### src/logic/rxf_pkg.sv
// package: register map, field layout, codes and carriers of the receive address filter
package rxf_pkg;
    // ----------------------------------------------------------------
    // register byte offsets
    // ----------------------------------------------------------------
    localparam logic [4:0] ADR_REJECT = 5'h00;
    localparam logic [4:0] ADR_MODE = 5'h04;
    localparam logic [4:0] ADR_SHORT = 5'h08;
    localparam logic [4:0] ADR_NET = 5'h0c;
    localparam logic [4:0] ADR_EXT_LO = 5'h10;
    localparam logic [4:0] ADR_EXT_HI = 5'h14;
    localparam logic [4:0] ADR_STATUS = 5'h18;
    localparam logic [4:0] ADR_MASK = 5'h1c;
    // ----------------------------------------------------------------
    // field positions
    // ----------------------------------------------------------------
    localparam int REJ_NSTD = 0;
    localparam int REJ_BC = 1;
    localparam int REJ_OTHER = 2;
    localparam int REJ_TOME = 3;
    localparam int MODE_PROP = 0;
    localparam int MODE_CKS = 1;
    localparam int MODE_SIZE_LSB = 4;
    localparam int ST_DONE = 0;
    localparam int ST_FILT = 1;
    localparam int ST_FMT = 2;
    // ----------------------------------------------------------------
    // reset values
    // ----------------------------------------------------------------
    localparam logic [3:0] REJECT_RST = 4'h0;
    localparam logic [6:0] MODE_RST = 7'h20;
    localparam logic [15:0] SHORT_RST = 16'hffff;
    localparam logic [15:0] NET_RST = 16'hffff;
    localparam logic [63:0] EXT_RST = 64'h0;
    localparam logic [2:0] MASK_RST = 3'h0;
    // ----------------------------------------------------------------
    // header codes
    // ----------------------------------------------------------------
    localparam logic [15:0] ID_BCAST = 16'hffff;
    localparam logic [1:0] AM_NONE = 2'h0;
    localparam logic [1:0] AM_RSVD = 2'h1;
    localparam logic [1:0] AM_SHORT = 2'h2;
    localparam logic [1:0] AM_LONG = 2'h3;
    localparam logic [2:0] FT_BEACON = 3'h0;
    localparam logic [2:0] FT_DATA = 3'h1;
    localparam logic [2:0] FT_CMD = 3'h3;
    localparam logic [2:0] FT_STREAM = 3'h4;
    // ----------------------------------------------------------------
    // carriers
    // ----------------------------------------------------------------
    typedef struct packed {
        logic valid;
        logic prop_frame;
        logic [2:0] ftype;
        logic [1:0] fver;
        logic [1:0] dest_mode;
        logic [1:0] src_mode;
        logic network_id_compress;
        logic bcast_flag;
        logic dest_present_flag;
        logic [15:0] dest_pid;
        logic [63:0] dest_addr;
        logic [15:0] src_pid;
    } rxf_hdr_t;
    typedef struct packed {
        logic rx_done_flag;
        logic rx_filtered_flag;
        logic format_error_flag;
    } rxf_result_t;
endpackage : rxf_pkg

### src/logic/rxf_filter.sv
// module: receive address filter, header checker and its wishbone register file
`timescale 1ns/1ps
module rxf_filter #(
    parameter int EXT_BYTES = 8
) (
    input wire logic clk_i,
    input wire logic rst_i,
    input wire logic wb_cyc_i,
    input wire logic wb_stb_i,
    input wire logic wb_we_i,
    input wire logic [4:0] wb_adr_i,
    input wire logic [3:0] wb_sel_i,
    input wire logic [31:0] wb_dat_i,
    output logic [31:0] wb_dat_o,
    output logic wb_ack_o,
    input wire rxf_pkg::rxf_hdr_t hdr_i,
    output rxf_pkg::rxf_result_t result_o,
    output logic accept_o,
    output logic [15:0] src_net_id_o,
    output logic irq_o
);
    // ----------------------------------------------------------------
    // registers
    // ----------------------------------------------------------------
    logic [3:0] reject_q, reject_d;
    logic [6:0] mode_q, mode_d;
    logic [15:0] short_q, short_d;
    logic [15:0] net_q, net_d;
    logic [63:0] ext_q, ext_d;
    logic [2:0] status_q, status_d;
    logic [2:0] mask_q, mask_d;
    logic ack_q, ack_d;
    logic [31:0] rdat_q, rdat_d;
    rxf_pkg::rxf_result_t res_q, res_d;
    logic accept_q, accept_d;
    logic [15:0] srcid_q, srcid_d;
    logic irq_q, irq_d;

    // byte-lane merge, used for every writable word
    function automatic logic [31:0] lane_merge(input logic [31:0] old, input logic [31:0] nw,
                                               input logic [3:0] sel);
        logic [31:0] r;
        r = old;
        for (int i = 0; i < 4; i++) begin
            if (sel[i]) begin
                r[8*i +: 8] = nw[8*i +: 8];
            end
        end
        return r;
    endfunction : lane_merge

    // low-byte mask of the extended id, as wide as the configured size
    function automatic logic [63:0] size_mask(input logic [2:0] nbytes);
        logic [63:0] m;
        m = '0;
        for (int i = 0; i < EXT_BYTES; i++) begin
            if (i < int'(nbytes)) begin
                m[8*i +: 8] = 8'hff;
            end
        end
        return m;
    endfunction : size_mask

    // ----------------------------------------------------------------
    // header decode
    // ----------------------------------------------------------------
    logic prop_mode, cks_rej, is_beacon, is_dc;
    logic cmp_eff, fmt_err, pid_ok, addr_me, bc_std, uni_std;
    logic nstd, pmatch, bc_prop, rej_std, rej_prop, reject;
    logic [63:0] pmask;

    always_comb begin
        prop_mode = mode_q[rxf_pkg::MODE_PROP];
        cks_rej = mode_q[rxf_pkg::MODE_CKS];
        is_beacon = hdr_i.ftype == rxf_pkg::FT_BEACON;
        is_dc = hdr_i.ftype == rxf_pkg::FT_DATA || hdr_i.ftype == rxf_pkg::FT_CMD;
        // compression only makes sense when both pid fields would exist
        cmp_eff = hdr_i.network_id_compress && hdr_i.dest_mode[1] && hdr_i.src_mode[1];
        fmt_err = !hdr_i.prop_frame && (hdr_i.dest_mode == rxf_pkg::AM_RSVD
                  || hdr_i.src_mode == rxf_pkg::AM_RSVD);
        pid_ok = hdr_i.dest_pid == net_q || hdr_i.dest_pid == rxf_pkg::ID_BCAST;
        addr_me = (hdr_i.dest_mode == rxf_pkg::AM_LONG) ? hdr_i.dest_addr == ext_q
                  : hdr_i.dest_addr[15:0] == short_q;
        bc_std = hdr_i.dest_mode == rxf_pkg::AM_SHORT && is_dc
                 && hdr_i.dest_addr[15:0] == rxf_pkg::ID_BCAST;
        uni_std = hdr_i.dest_mode[1] && !bc_std;
        nstd = hdr_i.dest_mode == rxf_pkg::AM_RSVD || hdr_i.src_mode == rxf_pkg::AM_RSVD
               || hdr_i.ftype[2] || hdr_i.fver[1];
        pmask = size_mask(mode_q[rxf_pkg::MODE_SIZE_LSB +: 3]);
        pmatch = (hdr_i.dest_addr & pmask) == (ext_q & pmask);
        bc_prop = hdr_i.bcast_flag && (is_dc || hdr_i.ftype == rxf_pkg::FT_STREAM);
        rej_std = (reject_q[rxf_pkg::REJ_TOME] && uni_std && pid_ok && addr_me)
                  || (reject_q[rxf_pkg::REJ_OTHER] && uni_std && !(pid_ok && addr_me))
                  || (reject_q[rxf_pkg::REJ_BC] && bc_std)
                  || (reject_q[rxf_pkg::REJ_NSTD] && nstd);
        // other-node check in proprietary framing moved to the checksum reject control
        rej_prop = (hdr_i.dest_present_flag && reject_q[rxf_pkg::REJ_TOME] && pmatch)
                   || (hdr_i.dest_present_flag && cks_rej && !pmatch)
                   || (reject_q[rxf_pkg::REJ_BC] && bc_prop);
        // mode/type combinations are deliberately not cross-checked
        reject = !is_beacon && ((hdr_i.prop_frame && prop_mode) ? rej_prop : rej_std);
    end

    // ----------------------------------------------------------------
    // result, status and interrupt
    // ----------------------------------------------------------------
    logic st_rd;
    always_comb begin
        res_d = '0;
        accept_d = 1'b0;
        srcid_d = srcid_q;
        if (hdr_i.valid) begin
            res_d.format_error_flag = fmt_err;
            res_d.rx_filtered_flag = !fmt_err && reject;
            res_d.rx_done_flag = !fmt_err && !reject;
            accept_d = !fmt_err && !reject;
            srcid_d = cmp_eff ? hdr_i.dest_pid : hdr_i.src_pid;
        end
        st_rd = ack_d && !wb_we_i && wb_adr_i == rxf_pkg::ADR_STATUS;
        // read clears, but an event in the same cycle survives the clear
        status_d = (st_rd ? 3'h0 : status_q)
                   | {res_d.format_error_flag, res_d.rx_filtered_flag, res_d.rx_done_flag};
        irq_d = |(status_d & mask_q);
    end

    // ----------------------------------------------------------------
    // wishbone slave
    // ----------------------------------------------------------------
    logic [31:0] wr;
    always_comb begin
        reject_d = reject_q;
        mode_d = mode_q;
        short_d = short_q;
        net_d = net_q;
        ext_d = ext_q;
        mask_d = mask_q;
        rdat_d = 32'h0;
        wr = 32'h0;
        // single-cycle answer; ack drops the cycle after it is given
        ack_d = wb_cyc_i && wb_stb_i && !ack_q;
        case (wb_adr_i)
            rxf_pkg::ADR_REJECT: wr = {28'h0, reject_q};
            rxf_pkg::ADR_MODE: wr = {25'h0, mode_q};
            rxf_pkg::ADR_SHORT: wr = {16'h0, short_q};
            rxf_pkg::ADR_NET: wr = {16'h0, net_q};
            rxf_pkg::ADR_EXT_LO: wr = ext_q[31:0];
            rxf_pkg::ADR_EXT_HI: wr = ext_q[63:32];
            rxf_pkg::ADR_STATUS: wr = {29'h0, status_q};
            rxf_pkg::ADR_MASK: wr = {29'h0, mask_q};
            default: wr = 32'h0;
        endcase
        if (ack_d && !wb_we_i) begin
            rdat_d = wr;
        end
        wr = lane_merge(wr, wb_dat_i, wb_sel_i);
        // a write lands on the edge where the master sees ack, not one earlier
        if (ack_q && wb_cyc_i && wb_stb_i && wb_we_i) begin
            case (wb_adr_i)
                rxf_pkg::ADR_REJECT: reject_d = wr[3:0];
                rxf_pkg::ADR_MODE: mode_d = {wr[6:4], 2'h0, wr[1:0]};
                rxf_pkg::ADR_SHORT: short_d = wr[15:0];
                rxf_pkg::ADR_NET: net_d = wr[15:0];
                rxf_pkg::ADR_EXT_LO: ext_d[31:0] = wr;
                rxf_pkg::ADR_EXT_HI: ext_d[63:32] = wr;
                rxf_pkg::ADR_MASK: mask_d = wr[2:0];
                default: ;
            endcase
        end
    end

    always_ff @(posedge clk_i) begin
        if (rst_i) begin
            reject_q <= rxf_pkg::REJECT_RST;
            mode_q <= rxf_pkg::MODE_RST;
            short_q <= rxf_pkg::SHORT_RST;
            net_q <= rxf_pkg::NET_RST;
            ext_q <= rxf_pkg::EXT_RST;
            mask_q <= rxf_pkg::MASK_RST;
            status_q <= 3'h0;
            ack_q <= 1'b0;
            rdat_q <= 32'h0;
            res_q <= '0;
            accept_q <= 1'b0;
            srcid_q <= 16'h0;
            irq_q <= 1'b0;
        end else begin
            reject_q <= reject_d;
            mode_q <= mode_d;
            short_q <= short_d;
            net_q <= net_d;
            ext_q <= ext_d;
            mask_q <= mask_d;
            status_q <= status_d;
            ack_q <= ack_d;
            rdat_q <= rdat_d;
            res_q <= res_d;
            accept_q <= accept_d;
            srcid_q <= srcid_d;
            irq_q <= irq_d;
        end
    end

    assign wb_dat_o = rdat_q;
    assign wb_ack_o = ack_q;
    assign result_o = res_q;
    assign accept_o = accept_q;
    assign src_net_id_o = srcid_q;
    assign irq_o = irq_q;

    // ----------------------------------------------------------------
    // checks
    // ----------------------------------------------------------------
    a_beacon_never_filtered: assert property (@(posedge clk_i) disable iff (rst_i)
        hdr_i.valid && hdr_i.ftype == rxf_pkg::FT_BEACON |=> !result_o.rx_filtered_flag)
        else $error("beacon frame was filtered");
    a_reserved_mode_fmt: assert property (@(posedge clk_i) disable iff (rst_i)
        hdr_i.valid && !hdr_i.prop_frame && (hdr_i.dest_mode == 2'h1 || hdr_i.src_mode == 2'h1)
        |=> result_o.format_error_flag && !accept_o)
        else $error("reserved addressing mode not flagged");
    a_one_outcome: assert property (@(posedge clk_i) disable iff (rst_i)
        $past(hdr_i.valid) |-> $onehot({result_o.rx_done_flag, result_o.rx_filtered_flag,
                                          result_o.format_error_flag}))
        else $error("frame ended without exactly one outcome");
    a_no_reject_done: assert property (@(posedge clk_i) disable iff (rst_i)
        hdr_i.valid && reject_q == 4'h0 && !mode_q[1] && hdr_i.dest_mode != 2'h1
        && hdr_i.src_mode != 2'h1 |=> result_o.rx_done_flag && accept_o)
        else $error("frame lost with all reject bits clear");
    a_tome_rejected: assert property (@(posedge clk_i) disable iff (rst_i)
        hdr_i.valid && !hdr_i.prop_frame && reject_q[3] && hdr_i.dest_mode == 2'h3
        && hdr_i.dest_pid == net_q && hdr_i.dest_addr == ext_q && hdr_i.src_mode != 2'h1
        && hdr_i.ftype != 3'h0 |=> result_o.rx_filtered_flag)
        else $error("unicast to this node not rejected");
    a_implied_kept: assert property (@(posedge clk_i) disable iff (rst_i)
        hdr_i.valid && !hdr_i.prop_frame && reject_q == 4'hc && hdr_i.dest_mode == 2'h0
        && hdr_i.src_mode != 2'h1 |=> result_o.rx_done_flag)
        else $error("implied addressing filtered by unicast reject");
    a_bcast_std_rej: assert property (@(posedge clk_i) disable iff (rst_i)
        hdr_i.valid && !hdr_i.prop_frame && reject_q[1] && hdr_i.dest_mode == 2'h2
        && hdr_i.dest_addr[15:0] == 16'hffff && hdr_i.ftype == 3'h1 && hdr_i.src_mode != 2'h1
        |=> result_o.rx_filtered_flag)
        else $error("broadcast data frame not rejected");
    a_src_pid_taken: assert property (@(posedge clk_i) disable iff (rst_i)
        hdr_i.valid && hdr_i.network_id_compress && hdr_i.dest_mode[1] && hdr_i.src_mode[1]
        |=> src_net_id_o == $past(hdr_i.dest_pid))
        else $error("compressed source pid not taken from dest pid");
    // skip the edge after a reset: its past values predate the reset
    a_irq_follows: assert property (@(posedge clk_i) disable iff (rst_i)
        !$past(rst_i) |-> irq_o == |($past(status_d) & $past(mask_q)))
        else $error("interrupt does not follow masked status");

    a_status_sticky: assert property (@(posedge clk_i) disable iff (rst_i)
        result_o.rx_done_flag |-> status_q[0] ##1 (status_q[0] || $past(st_rd)))
        else $error("done status bit lost without a read");

    // standard path, and pid compression in either framing
    a_other_node_rej: assert property (@(posedge clk_i) disable iff (rst_i)
        hdr_i.valid && !hdr_i.prop_frame && reject_q[2] && hdr_i.dest_mode == 2'h2
        && hdr_i.dest_pid != net_q && hdr_i.dest_pid != 16'hffff && hdr_i.ftype != 3'h0
        && hdr_i.dest_addr[15:0] != 16'hffff && hdr_i.src_mode != 2'h1
        |=> result_o.rx_filtered_flag)
        else $error("unicast for another node kept");

    a_nonstd_rej: assert property (@(posedge clk_i) disable iff (rst_i)
        hdr_i.valid && !hdr_i.prop_frame && reject_q[0] && hdr_i.ftype != 3'h0
        && (hdr_i.ftype[2] || hdr_i.fver[1]) && hdr_i.dest_mode != 2'h1
        && hdr_i.src_mode != 2'h1 |=> result_o.rx_filtered_flag)
        else $error("non-standard frame kept");

    a_bcast_pid_kept: assert property (@(posedge clk_i) disable iff (rst_i)
        hdr_i.valid && !hdr_i.prop_frame && reject_q[2] && !reject_q[3] && !reject_q[0]
        && hdr_i.dest_mode == 2'h3 && hdr_i.dest_pid == 16'hffff && hdr_i.dest_addr == ext_q
        && hdr_i.src_mode != 2'h1 |=> result_o.rx_done_flag)
        else $error("long frame with ffff pid dropped");

    a_bad_compress: assert property (@(posedge clk_i) disable iff (rst_i)
        hdr_i.valid && hdr_i.network_id_compress && !(hdr_i.dest_mode[1] && hdr_i.src_mode[1])
        |=> src_net_id_o == $past(hdr_i.src_pid))
        else $error("inconsistent compression honoured");

    a_short_me_rej: assert property (@(posedge clk_i) disable iff (rst_i)
        hdr_i.valid && !hdr_i.prop_frame && reject_q[3] && hdr_i.dest_mode == 2'h2
        && hdr_i.dest_pid == net_q && hdr_i.dest_addr[15:0] == short_q
        && hdr_i.dest_addr[15:0] != 16'hffff && hdr_i.ftype != 3'h0 && hdr_i.src_mode != 2'h1
        |=> result_o.rx_filtered_flag)
        else $error("short unicast to this node kept");

    // proprietary path
    a_bcast_prop_rej: assert property (@(posedge clk_i) disable iff (rst_i)
        hdr_i.valid && hdr_i.prop_frame && mode_q[0] && reject_q[1] && hdr_i.bcast_flag
        && hdr_i.ftype == 3'h4 |=> result_o.rx_filtered_flag)
        else $error("proprietary broadcast kept");

    a_prop_match_rej: assert property (@(posedge clk_i) disable iff (rst_i)
        hdr_i.valid && hdr_i.prop_frame && mode_q[0] && reject_q[3] && hdr_i.dest_present_flag
        && mode_q[6:4] == 3'h2 && hdr_i.dest_addr[15:0] == ext_q[15:0] && hdr_i.ftype != 3'h0
        |=> result_o.rx_filtered_flag)
        else $error("proprietary frame for this node kept");

    a_cks_other_rej: assert property (@(posedge clk_i) disable iff (rst_i)
        hdr_i.valid && hdr_i.prop_frame && mode_q[1:0] == 2'h3 && hdr_i.dest_present_flag
        && mode_q[6:4] == 3'h2 && hdr_i.dest_addr[15:0] != ext_q[15:0] && hdr_i.ftype != 3'h0
        |=> result_o.rx_filtered_flag)
        else $error("proprietary frame for another node kept");

    a_prop_bits_kept: assert property (@(posedge clk_i) disable iff (rst_i)
        hdr_i.valid && hdr_i.prop_frame && mode_q[1:0] == 2'h1
        && (reject_q == 4'h4 || reject_q == 4'h1) |=> result_o.rx_done_flag)
        else $error("proprietary frame dropped by a standard bit");

    a_inferred_kept: assert property (@(posedge clk_i) disable iff (rst_i)
        hdr_i.valid && hdr_i.prop_frame && mode_q[0] && !hdr_i.dest_present_flag
        && !hdr_i.bcast_flag |=> result_o.rx_done_flag)
        else $error("inferred addressing filtered");

    // bus and result
    a_rdat_idle: assert property (@(posedge clk_i) disable iff (rst_i)
        !wb_ack_o |-> wb_dat_o == 32'h0)
        else $error("read data outside an acknowledge");

    a_accept_done: assert property (@(posedge clk_i) disable iff (rst_i)
        accept_o == result_o.rx_done_flag)
        else $error("accept differs from done flag");

    a_ack_pulse: assert property (@(posedge clk_i) disable iff (rst_i)
        wb_ack_o |=> !wb_ack_o)
        else $error("acknowledge longer than one cycle");
endmodule : rxf_filter

### config.mk
export PLATFORM = sky130hd
export DESIGN_NAME = rxf_filter
export DESIGN_NICKNAME = d
export VERILOG_FILES = /design/src/logic/rxf_pkg.sv /design/src/logic/rxf_filter.sv
export SDC_FILE = /design/constraint.sdc
export NUM_CORES = 1
export LEC_CHECK = 0
export CORE_MARGIN = 2
export CORE_UTILIZATION = 45
export CTS_CLUSTER_DIAMETER = 100
export DETAILED_ROUTE_END_ITERATION = 8
export DONT_BUFFER_PORTS = 1
export PLACE_DENSITY = 0.62
export SYNTH_ARGS = -nofsm -noshare
export SYNTH_HDL_FRONTEND = slang
export SYNTH_SLANG_ARGS = --single-unit
### constraint.sdc
create_clock -name clk_i -period 2.5 [get_ports clk_i]
set_input_delay 0.5 -clock clk_i [delete_from_list [all_inputs] [get_ports clk_i]]
set_output_delay 0.5 -clock clk_i [all_outputs]
set_load 0.03 [all_outputs]
==> results.toml, run 1 <==
[routing]
vias = 6828
dr.pass1.iters = 6
ant_nets = 0
wl_mm = 23.99
wl_per_cell_um = 20.06
avgViaCountPerCell = 5.709
drt_iter0_drc = 477
drc = 0

[synthesis]
synth_edf_count = 0
syn_area_per_cell_um2 = 8.516
async_flop_share = 0
yosysUniqueCellTypes = 52
synth_seq_area_share = 0.4122
post-synth-top-count-cell = "dfxtp_1"
syn-num-nets = 1097
netlist_area_mm2 = 0.008014
synthTopCellsByCount = "165 x dfxtp_1, 122 x nand2_1, 118 x nor2_1, 96 x xor2_1, 78 x a21oi_1"
ys_warn_count = 0
synth.top_cell.area_share = 0.4122
syn_inst = 941
synth_top_area_cell = "dfxtp_1"
netlist_top_cells_area = "dfxtp_1 41%, xor2_1 10%, mux2i_1 7.4%"
ys_seq_elements = 165
ys_dominant_reg_cell = "dfxtp_1"

[global_route]
track_usage = 0.2526
grt_pass1_vias = 6446
antenna_found_initial = 1
grt_max_degree = 129
grt_pass1_wl_mm = 36.05
grt.overflow.total = 0

[worst_setup_path]
crit_path_max_fanout = 4
worstPathCellList = "xor2_1, nor4_1, nand4_1, o41ai_4, a31oi_1, or3_4, a32o_1"
worst-path-stages = 7
worst-r2r-cell-count = 7
crit_path_max_incr_delay_ps = 420
setup.worst_path.class = "reg2reg"
crit_path_end_kind = "register"
critPathLaunch = "ext_q[28]$_SDFFE_PP0P_"
rr_startpoint = "ext_q[28]$_SDFFE_PP0P_"
worstPathBufferInverterCount = 0
arrival_ps = 2780
reg2reg_to = "status_q[1]$_SDFF_PP0_"
startpoint_type = "register"
crit_path_top_delay_cell = "nor4_1"
ff2ff_setup_slack_ps = 40
cp_top_family = "simple AND/OR/NAND/NOR gates"
critPathRequiredTime_ps = 2820

[sta]
slew_headroom = 0.5696
fmax_mhz = 405.9
rsz0062_at_grt = "yes"
layout_setup_ws_ps = 36.46
skew_ps = 9.166
setup_viol = 0
hold_viol = 0
tightest_slew_ps = 643.7
finalCritPeriodShare = 0.9854
min_period_ps = 2464
drv_slew = 0

[pwr]
total_power_uw = 5724
switchingPower_uw = 1307
swShare = 0.2283
sequentialPowerShare = 0.475
intPower_uw = 4417
power.density_mw_per_mm2 = 624.9
combPwrFrac = 0.049
p_leak_uw = 0.003660
ir_worst_vdd_mv = 0.5240
clkPwrFrac = 0.477

[clock_network]
clockBufferDepth = 2
insertion_delay_ps = 430
clkTransAtPathRegs_ps = 70
cts_tree = "done"
clkSinkCount = 165
cts_setup_buffers = 0
cts_root_buf = "clkbuf_16"
htree_levels = 4
cts_buffers = 17

[place]
numPortBuffers = 0
place_area_mm2 = 0.008512
place_hpwl_mm = 17.41
gp_congestion = 0.8565
pre_cts_slack_ps = -296.5
dpl.cell_count = 1163

[floorplan]
coreArea_mm2 = 0.01736
die_h_um = 137.5
num_rows = 48
dieArea_mm2 = 0.01889
fp.dieW_um = 137.5
io_pins = 210
start_util = 0.4617

[status]
status = "complete, no violations"

[hold_path]
hold_depth = 1
min_from = "hdr_i[108]"
hp-class = "in2reg"
hold_end = "result_o[0]$_SDFF_PP0_"

[layout]
area_growth_pct = 14.29
final_cell_count_no_fill = 1196
drive_gt1_frac = 0.1113
stdcell_area_mm2 = 0.009159
finalCoreUtilization = 0.5277
fin_nets = 1113

[job]
cap_violations = 0
## cells in the final DEF, fill, tap and decap left out, types with 9 or more instances in the layout
cell type / Yosys / final
a22oi_1: 44 / 44
a21oi_1: 78 / 78
and3_1: 9 / 9
inv_1: 22 / 22
xor2_1: 96 / 96
a211o_1: 33 / 33
a211oi_1: 18 / 18
nand2_1: 122 / 122
nor2_1: 118 / 117
dfxtp_1: 165 / 163
nor2b_1: 10 / 10
mux2i_1: 59 / 59
nor4_1: 22 / 20
nand4_1: 15 / 15
buf_4: 0 / 51
clkbuf_16: 0 / 17
## metal layers
layer | global-route usage | wire (um)
met1 | 0.3394 | 10610
met2 | 0.3867 | 10970
met3 | 0.09088 | 2126
met4 | 0.06071 | 292
met5 | 0 | 0
## flip-flops by register name (all words and copies together), names as in the netlist
signal	count
wb_dat_o	32
result_o	3
reject_q	4
short_q	16
status_q	3
mode_q	5
mask_q	3
accept_o	1
wb_ack_o	1
net_q	16
irq_o	1
ext_q	64
src_net_id_o	16
## layout make-up
class	instances	area, um2
antenna	1	2.502
clock buffer	21	460.4
clock inverter	11	150.1
fill	1667	8198
inverter	23	86.33
multi-input combinational	696	4429
sequential	165	3306
tap	225	281.5
timing repair buffer	54	442.9
## metrics by stage
stage          hold slack (ps)  TNS, ps
2_1_floorplan            451.8        0
3_3_place_gp             464.4    -1709
3_5_place_dp             471.3    -1419
4_1_cts                  129.6        0
5_1_grt                  118.9   -96.52
6_report                 149.2        0
## kinds of logic (layout without fill, tap and decap cells)
logic type | Yosys count | in the layout | share of synthesized area
other | 0 | 1 | 0
DFF | 165 | 165 | 0.4122
buffers and inverters | 80 | 109 | 0.04059
xor gates and xnor gates | 96 | 96 | 0.1049
AOI/OAI and AO/OA | 204 | 204 | 0.1717
muxes | 66 | 66 | 0.08353
and+or+nand+nor | 330 | 330 | 0.1870
## power groups by stage
stage          Combinational, uW  Sequential (uW)  Clock [uW]
3_5_place_dp                 274             2780           0
3_3_place_gp                 273             2780           0
5_1_grt                      305             2720        2890
6_report                     280             2720        2730
2_1_floorplan                252             2770           0
4_1_cts                      277             2720        2770
## what timing repair did
action / CTS / global route
gates resized for setup: 5 / 2
pin swaps: 5 / 7
endpoints found under the setup margin: 6 / 6
hold buffers: 0 / 0
## how the worst max path moves through the flow
| stage | to | slack (ps) |
|---|---|---|
| CTS | status_q[1]$_SDFF_PP0_ | 10 |
| finish | status_q[1]$_SDFF_PP0_ | 40 |
| global route | status_q[1]$_SDFF_PP0_ | -60 |
| floorplan | status_q[1]$_SDFF_PP0_ | 160 |
| detailed placement | status_q[1]$_SDFF_PP0_ | -300 |
| global placement | status_q[1]$_SDFF_PP0_ | -330 |
Note: power is estimated with default switching activity, not from simulation.
==> inputs of run 2 (changes only) <==
- CTS_CLUSTER_DIAMETER: 100 -> 80
- SETUP_SLACK_MARGIN: default -> 0.05
- clock period: 2.5 -> 2.7 ns (I/O delays scaled with it)
==> results.toml, run 2 (synthesis results as in run 1) <==
[clock_network]
clockBufferDepth = 2
insertion_delay_ps = 430
cts_tree = "done"
htree_levels = 4
cts_buffers = 17
clkSinkCount = 165
clkTransAtPathRegs_ps = 70
cts_setup_buffers = 0
cts_root_buf = "clkbuf_16"

[status]
status = "complete, no violations"

[global_route]
grt.overflow.total = 0
met1_usage = 0.3399
busiest_layer = "met2"
grt_pass1_vias = 6375
grt_max_degree = 129
grt_use_met3 = 0.08389
antenna_found_initial = 2
grt_pass1_wl_mm = 35.82
track_usage = 0.2510
met2_usage = 0.3847

[floorplan]
dieArea_mm2 = 0.01889
start_util = 0.4617
coreArea_mm2 = 0.01736
fp.dieW_um = 137.5
num_rows = 48
io_pins = 210
die_h_um = 137.5

[routing]
ant_nets = 0
drc = 0
wl_mm = 24.05
dr.pass1.iters = 5
wl_per_cell_um = 20.51
avgViaCountPerCell = 5.738
drt_iter0_drc = 494
vias = 6731

[place]
pre_cts_slack_ps = -208.6
numPortBuffers = 0
place_area_mm2 = 0.008319
gp_congestion = 0.8568
place_hpwl_mm = 17.20

[pwr]
combPwrFrac = 0.048
swShare = 0.2342
total_power_uw = 5315
sequentialPowerShare = 0.473
power.density_mw_per_mm2 = 591.5
intPower_uw = 4070
switchingPower_uw = 1245
p_leak_uw = 0.003528
clkPwrFrac = 0.479
ir_worst_vdd_mv = 0.4136

[hold_path]
min_from = "hdr_i[108]"
hold_end = "result_o[0]$_SDFF_PP0_"
hp-class = "in2reg"
hold_depth = 1

[worst_setup_path]
ff2ff_setup_slack_ps = 160
crit_path_end_kind = "register"
crit_path_max_incr_delay_ps = 460
worst-r2r-cell-count = 8
rr_startpoint = "ext_q[13]$_SDFFE_PP0P_"
crit_path_top_delay_cell = "or3b_4"
arrival_ps = 2860
crit_path_max_fanout = 4
critPathRequiredTime_ps = 3020
reg2reg_to = "status_q[1]$_SDFF_PP0_"
startpoint_type = "register"
worstPathCellList = "xor2_1, nor4_2, buf_4, nand4_1, o31ai_2, a31oi_1, or3b_4, a32o_1"
setup.worst_path.class = "reg2reg"

[layout]
stdcell_area_mm2 = 0.008986
regMostFlops = "ext_q"
fin_nets = 1089
final_cell_mix = "163 x dfxtp_1, 122 x nand2_1, 117 x nor2_1, 96 x xor2_1, 77 x a21oi_1"
drive_gt1_frac = 0.09197
area_growth_pct = 12.13
fill_cells = 1663
largest_reg_flops = 64
final_common_cell = "dfxtp_1"

[sta]
slew_headroom = 0.5639
layout_setup_ws_ps = 157.5
fmax_mhz = 393.3
hold_viol = 0
finalCritPeriodShare = 0.9417
skew_ps = 11.06
setup_viol = 0
rsz0062_at_grt = "no"
drv_slew = 0
tightest_slew_ps = 652.4
min_period_ps = 2542

[job]
cap_violations = 0
run 2: cell count changes in the layout (fill, tap and decap cells not counted), sizes merged:
cell      previous run  this run
diode                1         2
clkbuf              21        19
clkinvlp             2         1
buf                 54        30
clkinv               5         6
inv                 24        26
run 2: how the worst max path moves through the flow:
stage | startpoint | slack, ps | cells after the start | end
2_1_floorplan | hdr_i[18] | 320 | 7 | status_q[1]$_SDFF_PP0_
3_3_place_gp | hdr_i[29] | -180 | 8 | status_q[1]$_SDFF_PP0_
3_5_place_dp | hdr_i[26] | -210 | 8 | status_q[1]$_SDFF_PP0_
4_1_cts | ext_q[13]$_SDFFE_PP0P_ | 100 | 8 | status_q[1]$_SDFF_PP0_
5_1_grt | ext_q[13]$_SDFFE_PP0P_ | 10 | 8 | status_q[1]$_SDFF_PP0_
6_report | ext_q[13]$_SDFFE_PP0P_ | 160 | 8 | status_q[1]$_SDFF_PP0_
run 2: cell type report:
cell class                      instances  area (um2)  share of cell area
Antenna cell                            2       5.005           0.0005569
Clock buffer                           19       442.9             0.04929
Clock inverter                         13       172.7             0.01921
Inverter                               23       86.33            0.009607
Multi-Input combinational cell        696        4439              0.4940
Sequential cell                       165        3308              0.3681
Tap cell                              225       281.5             0.03133
Timing Repair Buffer                   30       250.2             0.02785
run 2: stage by stage:
stage | hold slack (ps) | std cells | TNS [ps] | util
after global placement | 464.9 | 1139 | -724.4 | 0.4793
after CTS | 171.8 | 1171 | 0 | 0.5151
after global routing | 157.5 | 1171 | 0 | 0.5174
after floorplan | 451.8 | 941 | 0 | -
final | 179.8 | 1173 | 0 | 0.5177
after detailed placement | 466.5 | 1139 | -804.7 | 0.4793
run 2: worst max-delay path, delay by kind of cell, from the launching register on:
family	cells	cell delay (ps)
flops	1	340
simple gates	3	1060
buf+inv	1	170
xor+xnor	1	180
compound gates	3	680
run 2: power by group through the flow:
stage,Clock [uW],Combinational [uW],Sequential (uW)
global route,2690,278,2510
CTS,2580,250,2510
finish,2550,255,2510
global placement,0,247,2570
floorplan,0,233,2570
detailed placement,0,249,2570
run 2: metal layers:
metal,vias up,wire [um]
met5,-,0
met1,3184,10670
li1,3282,-
met2,242,10980
met4,0,314
met3,23,2082
run 2: repair_timing:
action                                  CTS  global route
pin swaps                                 1             7
hold buffers                              0             0
resized for setup                         1            10
endpoints found under the setup margin    3             6
==> inputs of run 3 (changes only) <==
- CTS_CLUSTER_SIZE: default -> 25
- PLACE_DENSITY: 0.62 -> 0.61
==> results.toml, run 3 (synthesis results as in run 1) <==
[routing]
met3_wirelength_mm = 1.884
wl_per_cell_um = 20.46
wl_mm = 23.98
drt_iter0_drc = 503
met1_length_mm = 10.74
dr.pass1.iters = 7
avgViaCountPerCell = 5.720
drc = 0
route.met2.wl_mm = 11.04
vias = 6704
top_layer_used = "met4"
ant_nets = 0

[floorplan]
die_h_um = 137.5
dieArea_mm2 = 0.01889
io_pins = 210
start_util = 0.4617
coreArea_mm2 = 0.01736
num_rows = 48
fp.dieW_um = 137.5

[place]
place_hpwl_mm = 17.36
numPortBuffers = 0
gp_congestion = 0.8741
place_area_mm2 = 0.008314

[worst_setup_path]
worst-r2r-cell-count = 8
critPathRequiredTime_ps = 3010
crit_path_max_fanout = 4
crit_path_max_incr_delay_ps = 460
ff2ff_setup_slack_ps = 140
rr_startpoint = "ext_q[8]$_SDFFE_PP0P_"
crit_path_end_kind = "register"
setup.worst_path.class = "reg2reg"
reg2reg_to = "status_q[1]$_SDFF_PP0_"
arrival_ps = 2870
startpoint_type = "register"
crit_path_top_delay_cell = "or3b_4"
worstPathCellList = "xor2_2, nor4_2, buf_4, nand4_1, o31ai_2, a31oi_1, or3b_4, a32o_1"

[layout]
drive_gt1_frac = 0.09735
area_growth_pct = 12.05
final_cell_mix = "161 x dfxtp_1, 122 x nand2_1, 117 x nor2_1, 93 x xor2_1, 77 x a21oi_1"
finalCoreUtilization = 0.5174
fin_nets = 1091
regMostFlops = "ext_q"
final_common_cell = "dfxtp_1"
stdcell_area_mm2 = 0.008980
largest_reg_flops = 64

[pwr]
p_leak_uw = 0.003525
power.density_mw_per_mm2 = 576.7
total_power_uw = 5179
ir_worst_vdd_mv = 0.4340

[clock_network]
clkTransAtPathRegs_ps = 60
cts_buffers = 17
htree_levels = 4
cts_tree = "done"
cts_root_buf = "clkbuf_16"
clockBufferDepth = 2
clkSinkCount = 165
insertion_delay_ps = 430

[sta]
finalCritPeriodShare = 0.9486
min_period_ps = 2561
setup_viol = 0
rsz0062_at_grt = "yes"
skew_ps = 10.67
tightest_slew_ps = 946.7
fmax_mhz = 390.5
drv_slew = 0
slew_headroom = 0.3689
hold_viol = 0

[hold_path]
hold_depth = 1
hp-class = "in2reg"
hold_end = "result_o[0]$_SDFF_PP0_"
min_from = "hdr_i[108]"

[global_route]
grt_max_degree = 129
antenna_found_initial = 2
grt_pass1_wl_mm = 35.82
track_usage = 0.2514
grt.overflow.total = 0
grt_pass1_vias = 6206

[job]
cap_violations = 0

[status]
status = "complete, no violations"
[run 3: changes by cell type in the layout (fill, tap and decap cells not counted), moves of 2 or more]
cell,change
clkinv_4,-3
xor2_2,+3
dfxtp_1,-2
dfxtp_2,+2
xor2_1,-3
buf_4,+3
inv_6,-3
clkinv_2,+5
[run 3: layout make-up]
cell class | instances | area (um2)
inverters | 23 | 86.33
multi-input cells | 696 | 4477
clock buffers | 18 | 429.2
diodes | 2 | 5.005
repair buffers | 32 | 252.7
well taps | 225 | 281.5
flip-flops and latches | 165 | 3311
clock inverters | 11 | 137.6
fillers | 1690 | 8377
[run 3: worst max-delay path by stage]
stage | startpoint | end | slack (ps) | cells after the start
5_1_grt | ext_q[15]$_SDFFE_PP0P_ | status_q[1]$_SDFF_PP0_ | 40 | 8
6_report | ext_q[8]$_SDFFE_PP0P_ | status_q[1]$_SDFF_PP0_ | 140 | 8
3_3_place_gp | hdr_i[29] | status_q[1]$_SDFF_PP0_ | -230 | 8
4_1_cts | ext_q[13]$_SDFFE_PP0P_ | status_q[1]$_SDFF_PP0_ | 80 | 8
3_5_place_dp | hdr_i[29] | status_q[1]$_SDFF_PP0_ | -220 | 8
2_1_floorplan | hdr_i[18] | status_q[1]$_SDFF_PP0_ | 320 | 7
[run 3: through the flow]
step	hold slack (ps)	setup TNS (ps)	setup WS, ps	std cells
global placement	464.6	-1043	-232.3	1140
global route	162.6	0	39.08	1170
finish	185.0	0	138.9	1172
detailed placement	470.1	-975.2	-223.3	1140
floorplan	451.8	0	316.1	941
CTS	169.2	0	75.93	1169
[run 3: timing repair]
action,4_1_cts,5_1_grt
endpoints found under the setup margin,6,6
resized for setup,3,14
pin swaps,1,9
hold buffers,0,0
setup buffers,0,1
[run 3: layer usage]
| layer | vias to the layer above | global-route usage |
|---|---|---|
| li1 | 3284 | - |
| met1 | 3162 | 0.3394 |
| met2 | 240 | 0.3889 |
| met3 | 18 | 0.07984 |
| met4 | 0 | 0.06415 |
| met5 | - | 0 |
[run 3: power breakdown]
part | leakage [uW] | switching, uW | internal, uW
Clock | 0.000285 | 976 | 1430
Combinational | 0.00190 | 137 | 121
Sequential | 0.00134 | 57.0 | 2460
[run 3: critical path: cells and delay by family (launching register included)]
kind / cells / cell delay [ps]
AOI/OAI and AO/OA: 3 / 730
DFF: 1 / 350
xor gates and xnor gates: 1 / 150
buffers and inverters: 1 / 170
and+or+nand+nor: 3 / 1040
